**src/cprs_regs.svh**
```systemverilog
`ifndef CPRS_REGS_SVH
`define CPRS_REGS_SVH
// Register indexes (byte address = index * 4)
`define CPRS_IDX_ACC    4'h0
`define CPRS_IDX_INDEX  4'h1
`define CPRS_IDX_STACK  4'h2
`define CPRS_IDX_PROG   4'h3
`define CPRS_IDX_FLAGS  4'h4
`define CPRS_IDX_INTREQ 4'h5
`define CPRS_IDX_INTCTL 4'h6
// Reset values
`define CPRS_SP_RST     16'h00FF
`define CPRS_FLAGS_RST  8'h68
`define CPRS_SP_LOW_ONE 8'hFF
// Flag bit positions
`define CPRS_F_V        3'd7
`define CPRS_F_ONE6     3'd6
`define CPRS_F_ONE5     3'd5
`define CPRS_F_H        3'd4
`define CPRS_F_I        3'd3
`define CPRS_F_N        3'd2
`define CPRS_F_Z        3'd1
`define CPRS_F_C        3'd0
`define CPRS_FLAGS_FIX  8'h60
`endif

```
**src/cprs_pkg.sv**
```systemverilog
package cprs_pkg;
  // Execution-unit operations applied to the register set
  typedef enum logic [3:0] {
    CPRS_OP_NONE, CPRS_OP_ADD, CPRS_OP_ADC, CPRS_OP_SUB, CPRS_OP_AND,
    CPRS_OP_ASL, CPRS_OP_LSR, CPRS_OP_DECIMAL_ADJUST, CPRS_OP_PUSH, CPRS_OP_PULL,
    CPRS_OP_RESET_STACK_LOW, CPRS_OP_MASK_CLEAR, CPRS_OP_MASK_SET,
    CPRS_OP_INTERRUPT_RETURN, CPRS_OP_JUMP, CPRS_OP_LOAD_ACC
  } cprs_op_e;
  typedef enum logic [1:0] {
    CPRS_AM_INDEX, CPRS_AM_INDEX_OFS, CPRS_AM_STACK_OFS8, CPRS_AM_STACK_OFS16
  } cprs_am_e;
endpackage

```
**src/cprs_core.sv**
```systemverilog
// Added by the designer: register access over APB and the placing of the registers.
`timescale 1ns/1ps
// Contract
// - One 8-bit accumulator holds operands and receives ALU results.
// - 16-bit index register, upper and lower bytes, used as one pointer.
// - Indexed modes form effective address from index register.
// - Reset loads stack pointer with 00FF.
// - Reset-stack-low instruction sets low byte to FF, keeps high byte.
// - Push decrements stack pointer, pull increments it.
// - Stack-offset modes use stack pointer as address base.
// - Program counter steps per fetch; jumps and interrupts load new address.
// - Reset loads program counter from vector at FFFE and FFFF.
// - Flag bits 6 and 5 always read one; writes ignored.
// - Overflow flag reflects two's complement overflow.
// - Half-carry set on carry from bit 3 into bit 4 in adds.
// - Decimal adjust picks correction from half-carry and carry.
// - Mask blocks maskable interrupts; set after stacking, before vector fetch.
// - After mask clears, highest-priority pending request is served first.
// - Interrupt entry does not stack the index upper byte.
// - Interrupt return restores stacked registers including the mask.
// - Every reset sets mask; only mask-clear instruction clears it otherwise; interrupt return and APB flag writes also clear it here.
// - Negative flag follows result bit 7.
// - Zero flag set when result is zero.
// - Carry flag from add carry-out, subtract borrow, shifts.
`include "cprs_regs.svh"
module cprs_core
  import cprs_pkg::*;
(
  input  wire logic        CORE_CLK_IN,
  input  wire logic        RST_B_IN,
  input  wire logic        CLK_EN_IN,
  // APB slave
  input  wire logic        PSEL_IN,
  input  wire logic        PENABLE_IN,
  input  wire logic        PWRITE_IN,
  input  wire logic [11:0] PADDR_IN,
  input  wire logic [31:0] PWDATA_IN,
  input  wire logic [3:0]  PSTRB_IN,
  output logic      [31:0] PRDATA_OUT,
  output logic             PREADY_OUT,
  output logic             PSLVERR_OUT,
  // Execution interface
  input  wire cprs_op_e    OP_IN,
  input  wire logic [7:0]  OPERAND_IN,
  input  wire logic [15:0] PULL_DATA_IN,
  input  wire logic        FETCH_IN,
  input  wire logic [15:0] JUMP_ADDR_IN,
  input  wire logic        VECTOR_LOAD_IN,
  input  wire logic [15:0] VECTOR_IN,
  input  wire cprs_am_e    ADDR_MODE_IN,
  input  wire logic [15:0] OFFSET_IN,
  output logic      [15:0] EFF_ADDR_OUT,
  output logic      [15:0] PROG_ADDR_OUT,
  output logic      [15:0] STACK_ADDR_OUT,
  output logic      [7:0]  ACC_OUT,
  output logic      [7:0]  FLAGS_OUT,
  // Interrupt entry and reset vector request handshake
  output logic             INT_TAKE_OUT,
  output logic      [2:0]  INT_NUM_OUT,
  output logic             RESET_VEC_REQ_OUT
);

  logic [7:0]  acc_q, acc_d;
  logic [15:0] index_q, index_d;
  logic [15:0] sp_q, sp_d;
  logic [15:0] pc_q, pc_d;
  logic [7:0]  flags_q, flags_d;
  logic [7:0]  int_req_q, int_req_d;
  logic        int_take_q, int_take_d;
  logic [2:0]  int_num_q, int_num_d;
  logic        vec_pend_q, vec_pend_d;
  logic [15:0] ea_q, ea_d;
  logic [31:0] prdata_q, prdata_d;
  logic        pready_q, pready_d;
  logic        pslverr_q, pslverr_d;

  typedef enum logic [1:0] {CPRS_ST_RUN, CPRS_ST_STACKED, CPRS_ST_VECTOR} cprs_st_e;
  cprs_st_e st_q, st_d;

  // Fold fixed bits into any flag value
  function automatic logic [7:0] cprs_fix(input logic [7:0] f);
    cprs_fix = f | `CPRS_FLAGS_FIX;
  endfunction

  // Lowest-numbered pending request has the highest priority
  function automatic logic [2:0] cprs_prio(input logic [7:0] r);
    cprs_prio = 3'd0;
    for (int k = 7; k >= 0; k--) begin
      if (r[k]) begin
        cprs_prio = 3'(k);
      end
    end
  endfunction

  logic        apb_acc;
  logic [3:0]  idx;
  logic [8:0]  sum9;
  logic [4:0]  sum5;
  logic [7:0]  res, corr;
  logic        cin;
  logic        upd_nz;

  assign apb_acc = PSEL_IN & PENABLE_IN & ~pready_q;
  assign idx     = PADDR_IN[5:2];

  // Register set, ALU flags, interrupt sequencing and APB
  always_comb begin
    acc_d      = acc_q;
    index_d    = index_q;
    sp_d       = sp_q;
    pc_d       = pc_q;
    flags_d    = flags_q;
    int_req_d  = int_req_q;
    int_take_d = 1'b0;
    int_num_d  = int_num_q;
    vec_pend_d = vec_pend_q;
    st_d       = st_q;
    ea_d       = ea_q;
    prdata_d   = prdata_q;
    pready_d   = 1'b0;
    pslverr_d  = 1'b0;
    res        = 8'h00;
    corr       = 8'h00;
    upd_nz     = 1'b0;
    cin        = (OP_IN == CPRS_OP_ADC) ? flags_q[`CPRS_F_C] : 1'b0;
    sum9       = 9'h000;
    sum5       = 5'h00;

    // Effective address generation
    case (ADDR_MODE_IN)
      CPRS_AM_INDEX:       ea_d = index_q;
      CPRS_AM_INDEX_OFS:   ea_d = index_q + OFFSET_IN;
      CPRS_AM_STACK_OFS8:  ea_d = sp_q + {8'h00, OFFSET_IN[7:0]};
      CPRS_AM_STACK_OFS16: ea_d = sp_q + OFFSET_IN;
      default:             ea_d = index_q;
    endcase

    // Sequential fetch and jumps
    if (FETCH_IN) begin
      pc_d = pc_q + 16'h0001;
    end
    if (OP_IN == CPRS_OP_JUMP) begin
      pc_d = JUMP_ADDR_IN;
    end

    // Operation execution
    case (OP_IN)
      CPRS_OP_ADD, CPRS_OP_ADC: begin
        sum9 = {1'b0, acc_q} + {1'b0, OPERAND_IN} + {8'h00, cin};
        sum5 = {1'b0, acc_q[3:0]} + {1'b0, OPERAND_IN[3:0]} + {4'h0, cin};
        res  = sum9[7:0];
        acc_d = res;
        flags_d[`CPRS_F_H] = sum5[4];
        flags_d[`CPRS_F_C] = sum9[8];
        flags_d[`CPRS_F_V] = (acc_q[7] == OPERAND_IN[7]) & (res[7] != acc_q[7]);
        upd_nz = 1'b1;
      end
      CPRS_OP_SUB: begin
        sum9 = {1'b0, acc_q} - {1'b0, OPERAND_IN};
        res  = sum9[7:0];
        acc_d = res;
        flags_d[`CPRS_F_C] = sum9[8];
        flags_d[`CPRS_F_V] = (acc_q[7] != OPERAND_IN[7]) & (res[7] != acc_q[7]);
        upd_nz = 1'b1;
      end
      CPRS_OP_AND: begin
        res = acc_q & OPERAND_IN;
        acc_d = res;
        flags_d[`CPRS_F_V] = 1'b0;
        upd_nz = 1'b1;
      end
      CPRS_OP_LOAD_ACC: begin
        res = OPERAND_IN;
        acc_d = res;
        flags_d[`CPRS_F_V] = 1'b0;
        upd_nz = 1'b1;
      end
      CPRS_OP_ASL: begin
        res = {acc_q[6:0], 1'b0};
        acc_d = res;
        flags_d[`CPRS_F_C] = acc_q[7];
        flags_d[`CPRS_F_V] = acc_q[7] ^ acc_q[6];
        upd_nz = 1'b1;
      end
      CPRS_OP_LSR: begin
        res = {1'b0, acc_q[7:1]};
        acc_d = res;
        flags_d[`CPRS_F_C] = acc_q[0];
        flags_d[`CPRS_F_V] = acc_q[0];
        upd_nz = 1'b1;
      end
      CPRS_OP_DECIMAL_ADJUST: begin
        if (flags_q[`CPRS_F_H] || acc_q[3:0] > 4'h9) begin
          corr[3:0] = 4'h6;
        end
        if (flags_q[`CPRS_F_C] || acc_q > 8'h99) begin
          corr[7:4] = 4'h6;
        end
        sum9 = {1'b0, acc_q} + {1'b0, corr};
        res = sum9[7:0];
        acc_d = res;
        flags_d[`CPRS_F_C] = flags_q[`CPRS_F_C] | (corr[7:4] == 4'h6);
        upd_nz = 1'b1;
      end
      CPRS_OP_PUSH: sp_d = sp_q - 16'h0001;
      CPRS_OP_PULL: sp_d = sp_q + 16'h0001;
      CPRS_OP_RESET_STACK_LOW: sp_d = {sp_q[15:8], `CPRS_SP_LOW_ONE};
      CPRS_OP_MASK_CLEAR: flags_d[`CPRS_F_I] = 1'b0;
      CPRS_OP_MASK_SET: flags_d[`CPRS_F_I] = 1'b1;
      CPRS_OP_INTERRUPT_RETURN: begin
        // Pulled flags carry the stacked mask
        flags_d = PULL_DATA_IN[7:0];
        acc_d   = PULL_DATA_IN[15:8];
      end
      default: begin
      end
    endcase
    if (upd_nz) begin
      flags_d[`CPRS_F_N] = res[7];
      flags_d[`CPRS_F_Z] = (res == 8'h00);
    end

    // Interrupt sequencing: take a request, set the mask, then wait for the vector load
    case (st_q)
      CPRS_ST_RUN: begin
        if (|int_req_q && !flags_q[`CPRS_F_I] && OP_IN == CPRS_OP_NONE) begin
          int_num_d  = cprs_prio(int_req_q);
          int_take_d = 1'b1;
          st_d       = CPRS_ST_STACKED;
        end
      end
      CPRS_ST_STACKED: begin
        flags_d[`CPRS_F_I] = 1'b1;
        int_req_d[int_num_q] = 1'b0;
        st_d = CPRS_ST_VECTOR;
      end
      CPRS_ST_VECTOR: begin
        if (VECTOR_LOAD_IN) begin
          st_d = CPRS_ST_RUN;
        end
      end
      default: st_d = CPRS_ST_RUN;
    endcase

    // Vector load for reset and interrupts
    if (VECTOR_LOAD_IN) begin
      pc_d = VECTOR_IN;
      vec_pend_d = 1'b0;
    end

    // APB slave: single-wait answer, word-aligned registers
    if (apb_acc) begin
      pready_d = 1'b1;
      if (PWRITE_IN) begin
        case (idx)
          `CPRS_IDX_ACC:    if (PSTRB_IN[0]) acc_d = PWDATA_IN[7:0];
          `CPRS_IDX_INDEX: begin
            if (PSTRB_IN[0]) index_d[7:0]  = PWDATA_IN[7:0];
            if (PSTRB_IN[1]) index_d[15:8] = PWDATA_IN[15:8];
          end
          `CPRS_IDX_STACK: begin
            if (PSTRB_IN[0]) sp_d[7:0]  = PWDATA_IN[7:0];
            if (PSTRB_IN[1]) sp_d[15:8] = PWDATA_IN[15:8];
          end
          `CPRS_IDX_PROG: begin
            if (PSTRB_IN[0]) pc_d[7:0]  = PWDATA_IN[7:0];
            if (PSTRB_IN[1]) pc_d[15:8] = PWDATA_IN[15:8];
          end
          `CPRS_IDX_FLAGS:  if (PSTRB_IN[0]) flags_d = PWDATA_IN[7:0];
          `CPRS_IDX_INTREQ: if (PSTRB_IN[0]) int_req_d = int_req_d | PWDATA_IN[7:0];
          `CPRS_IDX_INTCTL: if (PSTRB_IN[0]) int_req_d = int_req_d & ~PWDATA_IN[7:0];
          default: pslverr_d = 1'b1;
        endcase
      end else begin
        case (idx)
          `CPRS_IDX_ACC:    prdata_d = {24'h000000, acc_q};
          `CPRS_IDX_INDEX:  prdata_d = {16'h0000, index_q};
          `CPRS_IDX_STACK:  prdata_d = {16'h0000, sp_q};
          `CPRS_IDX_PROG:   prdata_d = {16'h0000, pc_q};
          `CPRS_IDX_FLAGS:  prdata_d = {24'h000000, cprs_fix(flags_q)};
          `CPRS_IDX_INTREQ: prdata_d = {24'h000000, int_req_q};
          `CPRS_IDX_INTCTL: prdata_d = {21'h000000, int_num_q, 6'h00, st_q};
          default: begin
            prdata_d  = 32'h00000000;
            pslverr_d = 1'b1;
          end
        endcase
      end
      if (PADDR_IN[11:6] != 6'h00 || PADDR_IN[1:0] != 2'h0) begin
        pslverr_d = 1'b1;
      end
    end
    flags_d = cprs_fix(flags_d);
  end

  // State registers, frozen while the clock enable is low
  always_ff @(posedge CORE_CLK_IN or negedge RST_B_IN) begin
    if (!RST_B_IN) begin
      acc_q      <= 8'h00;
      index_q    <= 16'h0000;
      sp_q       <= `CPRS_SP_RST;
      pc_q       <= 16'h0000;
      flags_q    <= `CPRS_FLAGS_RST;
      int_req_q  <= 8'h00;
      int_take_q <= 1'b0;
      int_num_q  <= 3'd0;
      vec_pend_q <= 1'b1;
      st_q       <= CPRS_ST_RUN;
      ea_q       <= 16'h0000;
      prdata_q   <= 32'h00000000;
      pready_q   <= 1'b0;
      pslverr_q  <= 1'b0;
    end else if (CLK_EN_IN) begin
      acc_q      <= acc_d;
      index_q    <= index_d;
      sp_q       <= sp_d;
      pc_q       <= pc_d;
      flags_q    <= flags_d;
      int_req_q  <= int_req_d;
      int_take_q <= int_take_d;
      int_num_q  <= int_num_d;
      vec_pend_q <= vec_pend_d;
      st_q       <= st_d;
      ea_q       <= ea_d;
      prdata_q   <= prdata_d;
      pready_q   <= pready_d;
      pslverr_q  <= pslverr_d;
    end
  end

  // Outputs straight from flip-flops
  assign PRDATA_OUT        = prdata_q;
  assign PREADY_OUT        = pready_q;
  assign PSLVERR_OUT       = pslverr_q;
  assign EFF_ADDR_OUT      = ea_q;
  assign PROG_ADDR_OUT     = pc_q;
  assign STACK_ADDR_OUT    = sp_q;
  assign ACC_OUT           = acc_q;
  assign FLAGS_OUT         = flags_q;
  assign INT_TAKE_OUT      = int_take_q;
  assign INT_NUM_OUT       = int_num_q;
  assign RESET_VEC_REQ_OUT = vec_pend_q;

endmodule

```
**config.mk**
```make
export PLATFORM = sky130hd
export DESIGN_NAME = cprs_core
export DESIGN_NICKNAME = d
export VERILOG_FILES = /design/src/cprs_pkg.sv /design/src/cprs_core.sv
export VERILOG_INCLUDE_DIRS = /design/src
export SDC_FILE = /design/constraint.sdc
export NUM_CORES = 1
export LEC_CHECK = 0
export BUFFER_PORTS_ARGS = -buffer_cell sky130_fd_sc_hd__buf_2
export CAP_MARGIN = 20
export CORE_MARGIN = 1.5
export CORE_UTILIZATION = 40
export DETAILED_ROUTE_END_ITERATION = 6
export PLACE_DENSITY_LB_ADDON = 0.12
export SETUP_SLACK_MARGIN = 0.1
export SYNTH_ARGS = -nofsm -noshare
export SYNTH_HDL_FRONTEND = slang
export SYNTH_SLANG_ARGS = --single-unit
```
**constraint.sdc**
```tcl
create_clock -name CORE_CLK_IN -period 3.6 [get_ports CORE_CLK_IN]
set_input_delay 0.72 -clock CORE_CLK_IN [delete_from_list [all_inputs] [get_ports CORE_CLK_IN]]
set_output_delay 0.72 -clock CORE_CLK_IN [all_outputs]
set_load 0.005 [all_outputs]
```
Word level (Yosys, flattened, before mapping)
Index checks and enable logic that the tools add are counted.

storage, ports and cells
  register bits after elaboration = 127
  bits of input ports = 134
  output and inout port bits = 103

operators by class
  add/subtract/negate cells = 12
  $lt $le $gt $ge = 4
  eq/ne operators = 33
  muxes and demuxes = 65
  bitwise gates (word level) = 14
  reductions and logical operators = 25

operator list
  operator                                             number
  2-to-1 mux 16 bit                                    9
  2-to-1 mux 8 bit                                     17
  one-hot mux 16 bit (7 select lines)                  1
  one-hot mux 16 bit (4 select lines)                  1
  one-hot mux 8 bit (8 select lines)                   1
  one-hot mux 8 bit (7 select lines)                   1
  one-hot mux 16 bit (3 select lines)                  1
  adder 16 x 1 -> 16 bit (second input constant)       2
  adder 16 bit                                         2
  == test 4 x 3 -> 1 bit (second input constant)       8
  == test 4 bit (second input constant)                8
  2-to-1 mux 3 bit                                     10
  bitwise AND 8 bit                                    3
  adder 16 x 8 -> 16 bit                               1
  == test 4 x 2 -> 1 bit (second input constant)       4
  inverter 8 bit                                       2
  one-hot mux 8 bit (2 select lines)                   1
  OR reduction 8 bit                                   2
  subtractor 16 x 1 -> 16 bit (second input constant)  1
  one-hot mux 1 bit (6 select lines)                   2
  2-to-1 mux 1 bit                                     10
  2-to-1 mux 2 bit                                     5
  AND reduction 5 bit                                  2
  adder 8 x 8 -> 9 bit                                 1
  37 further kinds                                     58

Longest topological paths before layout
  depth after elaboration = 12
  mapped depth = 15
  gate-level depth less buffers = 13

Least setup slack after synthesis
OpenSTA, ideal clock, no wires.

  path type = in2reg
  from = input port OP_IN[1]
  to = register sp_q[13], in the netlist STACK_ADDR_OUT[13]
  arrival = 3540 ps
  slack = -76 ps
  stages on the path = 13
  cells stage by stage = buf_6 buf_2 nor2_1 clkbuf_1 nand2_1 ha_1 a2111oi_0 o21ai_1 a41oi_1 o31a_1 nor2b_1 xor2_1 a21oi_1

between the ends
  cells in the longest elaborated chain, start to end = 6
  elaborated cells on any way between the ends = 8
  those cells by class = eq/ne: 3; mux: 5

RTL lines
  what                                   line              RTL
  start, declared                        cprs_core.sv:43   input wire cprs_op_e OP_IN,
  == test 4 bit                          cprs_core.sv:147  case (OP_IN)
  one-hot mux 16 bit (3 select lines) *  cprs_core.sv:147
  2-to-1 mux 8 bit                       cprs_core.sv:263  if (PSTRB_IN[1]) sp_d[15:8] = PWDATA_IN[15:8];
  2-to-1 mux 16 bit                      cprs_core.sv:255  case (idx)
  2-to-1 mux 16 bit                      cprs_core.sv:254  if (PWRITE_IN) begin
  2-to-1 mux 16 bit *                    cprs_core.sv:252  if (apb_acc) begin
  end signal, assigned                   cprs_core.sv:301  sp_q <= `CPRS_SP_RST;
  end signal, assigned                   cprs_core.sv:316  sp_q <= sp_d;
  end, declared                          cprs_core.sv:65   logic [15:0] sp_q, sp_d;

Every way passes the cells marked *; elsewhere a longest branch is shown, timed or not.
A chain may end at the register's enable or synchronous reset.

Worst setup path in the final report
  from = input port OP_IN[3]
  to = register acc_q[4], in the netlist ACC_OUT[4]

between the ends
  cells in the longest elaborated chain, start to end = 8
  elaborated cells on any way between the ends = 17
  those cells by class = add/sub: 1; eq/ne: 9; mux: 6; reduce/logical: 1

RTL lines
  what                                  line                                RTL
  == test 4 x 2 -> 1 bit                cprs_core.sv:125, cprs_core.sv:147
  2-to-1 mux 1 bit                      cprs_core.sv:125                    cin = (OP_IN == CPRS_OP_ADC) ? flags_q[`CPRS_F_C] : 1'b0;
  adder 9 x 1 -> 9 bit                  cprs_core.sv:149                    sum9 = {1'b0, acc_q} + {1'b0, OPERAND_IN} + {8'h00, cin};
  one-hot mux 8 bit (8 select lines) *  cprs_core.sv:147
  2-to-1 mux 8 bit                      cprs_core.sv:256                    `CPRS_IDX_ACC: if (PSTRB_IN[0]) acc_d = PWDATA_IN[7:0];
  2-to-1 mux 8 bit                      cprs_core.sv:255
  2-to-1 mux 8 bit                      cprs_core.sv:254
  2-to-1 mux 8 bit *                    cprs_core.sv:252
  end signal, assigned                  cprs_core.sv:299                    acc_q <= 8'h00;
  end signal, assigned                  cprs_core.sv:314                    acc_q <= acc_d;
  end, declared                         cprs_core.sv:63                     logic [7:0] acc_q, acc_d;

Marks and branches as above.

==> metrics.yaml <==
status: "finished clean"
yosys.area.top_type_share_pct: 24.6
ys_types: 84
cts_root_buf: "clkbuf_16"
cts-hold-fix-buffers: 0
synth_top_family_by_area: "compound AO/OA/AOI/OAI gates"
antenna_found_initial: 2
fin_crit_sh_pct: 90.2
drtIter0Drc: 772
die_x_um: 163
ys_warn_count: 0
worst_ep_required_time_ps: 3850
slew_headroom_pct: 34.8
clkLatencyLatePin_ps: 370
synthXorXnorAreaFrac_pct: 5.19
setup_violations: 0
powerDensity_nw_per_um2: 550
layout_min_cycle_time_ps: 3250
drt_wl_total_mm: 36.0
clkTransAtPathRegs_ps: 70
post-cts-setup-buffer-count: 0
worst-setup-path-type: "in -> reg"
synthSimpleGateAreaFrac_pct: 17.3
grt_max_degree: 112
grt_pass1_wl_mm: 56.1
clock.fmax_ghz: 0.308
cts.sinks: 111
drt_pass1_iterations: 5
yosysTopAreaCell: "dfrtp_1"
drv_cap: 0
vias: 10400
avgSynthCellArea_um2: 8.23
ys_seq_area_share_pct: 27.1
dieArea_um2: 26700
grt_pass1_vias: 9867
cts_max_level: 3
io_pins: 237
start_util_pct: 40.8
crit_arrival_ps: 3500
p_leak_nw: 5.51
synthArstFlopShare_pct: 100
crit_fanout: 3
grt.total_usage_pct: 27.1
tightest_slew_ps: 970
hpwl_mm: 27.6
synth.area.top_cells: "dfrtp_1 (25%), ha_1 (7.3%), mux2_2 (5.7%), nand2_1 (4.6%), nor2_1 (4.4%)"
cp-end-kind: "register"
cts_tree: "done"
die_h_um: 163
drc: 0
rsz0062_at_grt: "no"
fillCellCount: 2563
holdWs_ps: 375
nets: 1635
port_buffers: 198
cp-start-kind: "input pin"
post_cts_resized: 0
synthFlopType: "dfrtp_1"
fin_skew_ps: 12.7
final_antenna_net_count: 0
syn-cell-area_um2: 10300
synthMuxAreaShare_pct: 8.44
cts_max_path_buffers: 2
synth_compound_area_share_pct: 27.5
rows: 58
syn_inst: 1251
final-hold-violation-count: 0
maxSlewViolCount: 0
grt-ovfl-total: 0
ys_ff_latch: 111
vdd_drop_max_mv: 0.227
numCtsBuffers: 9
tns_ps: 0
drive_gt1_share_pct: 23.7
syn_to_final_growth_pct: 16.9
synth_edf_count: 0
gp_congestion: 0.944
min_path_type: "in -> async"
multi_input_area_um2: 6970
wl_per_cell_um: 20.4
viasPerCell: 5.86
core_um2: 25300
regArea_um2: 2790
synthAdderAreaFrac_pct: 8.65
total_power_mw: 6.62
-- registers in the layout, summed over array words and instances (netlist names), 6 cells and up --
register	flops
int_req_q	8
FLAGS_OUT	6
ACC_OUT	8
PRDATA_OUT	16
index_q	16
PROG_ADDR_OUT	16
STACK_ADDR_OUT	16
EFF_ADDR_OUT	16
-- where the power goes --
group	switching, mW	leakage, nW	internal (mW)	total, mW
sequential	0.384	1.39	1.53	1.91
clock	0.509	0.146	0.615	1.12
combinational	1.91	3.97	1.67	3.58
total	2.81	5.51	3.81	6.62
-- critical path: stages --
cell	delay [ps]
buf_2	110
nor2_1	140
nand3_1	110
fa_1	420
fa_1	420
nor3_1	170
nor3_1	120
a221o_1	360
a221o_1	340
a221oi_1	220
o21ai_1	80
mux2_2	280
-- cell usage after synthesis, types with 8 or more instances --
cell type / count
a211oi_1: 37
a21o_1: 21
a21oi_1: 84
a22o_1: 10
a22oi_1: 15
a31oi_1: 12
and3_1: 16
buf_1: 10
buf_2: 10
buf_4: 18
clkbuf_1: 47
dfrtp_1: 101
dfstp_2: 10
ha_1: 60
inv_1: 39
mux2_2: 52
mux2i_1: 26
nand2_1: 126
nand3_1: 29
nand4_1: 9
nor2_1: 121
nor2b_1: 14
nor3_1: 23
o21a_1: 9
o21ai_0: 78
o22ai_1: 18
o2bb2ai_1: 8
o31ai_1: 10
or3_1: 9
xnor2_1: 40
xor2_1: 21
-- layout by cell type, fill, tap and decap left out, types with 8 or more instances in the layout --
cell type,netlist,final
mux2i_1,26,26
buf_4,18,45
mux2_2,52,52
nand4_1,9,9
o21a_1,9,9
o21ai_0,78,78
a21o_1,21,21
xnor2_1,40,40
clkbuf_16,0,9
o22ai_1,18,18
nor2b_1,14,13
dfrtp_1,101,101
o31ai_1,10,10
a31oi_1,12,12
nor3_1,23,23
a22oi_1,15,15
conb_1,2,18
nand2_1,126,125
a22o_1,10,10
xor2_1,21,21
ha_1,60,60
and3_1,16,16
or3_1,9,9
a21oi_1,84,84
inv_1,39,39
buf_2,10,197
a211oi_1,37,37
o2bb2ai_1,8,8
nor2_1,121,121
nand3_1,29,29
dfstp_2,10,10
-- final timing paths --
kind	depth (start not counted)	endpoint	from	slack, ps
setup / recovery	12	ACC_OUT[4]$_DFFE_PN0P_	OP_IN[3]	350
hold / removal	2	FLAGS_OUT[0]$_DFFE_PN0P_	RST_B_IN	370
setup reg to reg	11	FLAGS_OUT[1]$_DFFE_PN0P_	ACC_OUT[3]$_DFFE_PN0P_	420
hold reg to reg	2	PRDATA_OUT[12]$_DFFE_PN0P_	PRDATA_OUT[12]$_DFFE_PN0P_	480
max in group asynchronous	2	FLAGS_OUT[4]$_DFFE_PN0P_	RST_B_IN	2650
min in group CORE_CLK_IN	2	PRDATA_OUT[12]$_DFFE_PN0P_	PRDATA_OUT[12]$_DFFE_PN0P_	480
-- cell families after synthesis --
group,Yosys count
other,2
AND/OR/NAND/NOR,388
buffers and inverters,129
flip-flops,111
AO/OA/AOI/OAI,413
multiplexers,80
adder cells (fa/ha/maj),67
XOR/XNOR,61
-- metrics by stage --
step	cell area (um2)	util (%)	instances	setup slack (ps)
after floorplan	10400	-	1267	118
after global placement	11700	46.4	1753	29.8
after detailed placement	11700	46.4	1753	6.47
after CTS	12000	47.6	1769	375
after global routing	12000	47.6	1769	184
final	12000	47.6	1770	354
-- final cells by class --
type                            instances  share of cell area, %
Antenna cell                            1                 0.0208
Clock buffer                           11                   1.93
Clock inverter                          5                  0.697
Inverter                               40                   1.25
Multi-Input combinational cell       1027                   58.0
Sequential cell                       111                   23.2
Tap cell                              330                   3.43
Timing Repair Buffer                  245                   11.5
-- per-layer routing --
metal	routed length [um]	vias to the layer above	share of wire [%]	GRT usage (%)
met5	13	-	0.036	0
met4	681	2	1.9	6.76
met3	2640	44	7.3	4.27
met2	16800	402	47	44.6
met1	15900	4928	44	36.9
li1	-	5000	-	-
Note: power is estimated with default switching activity, not from simulation.
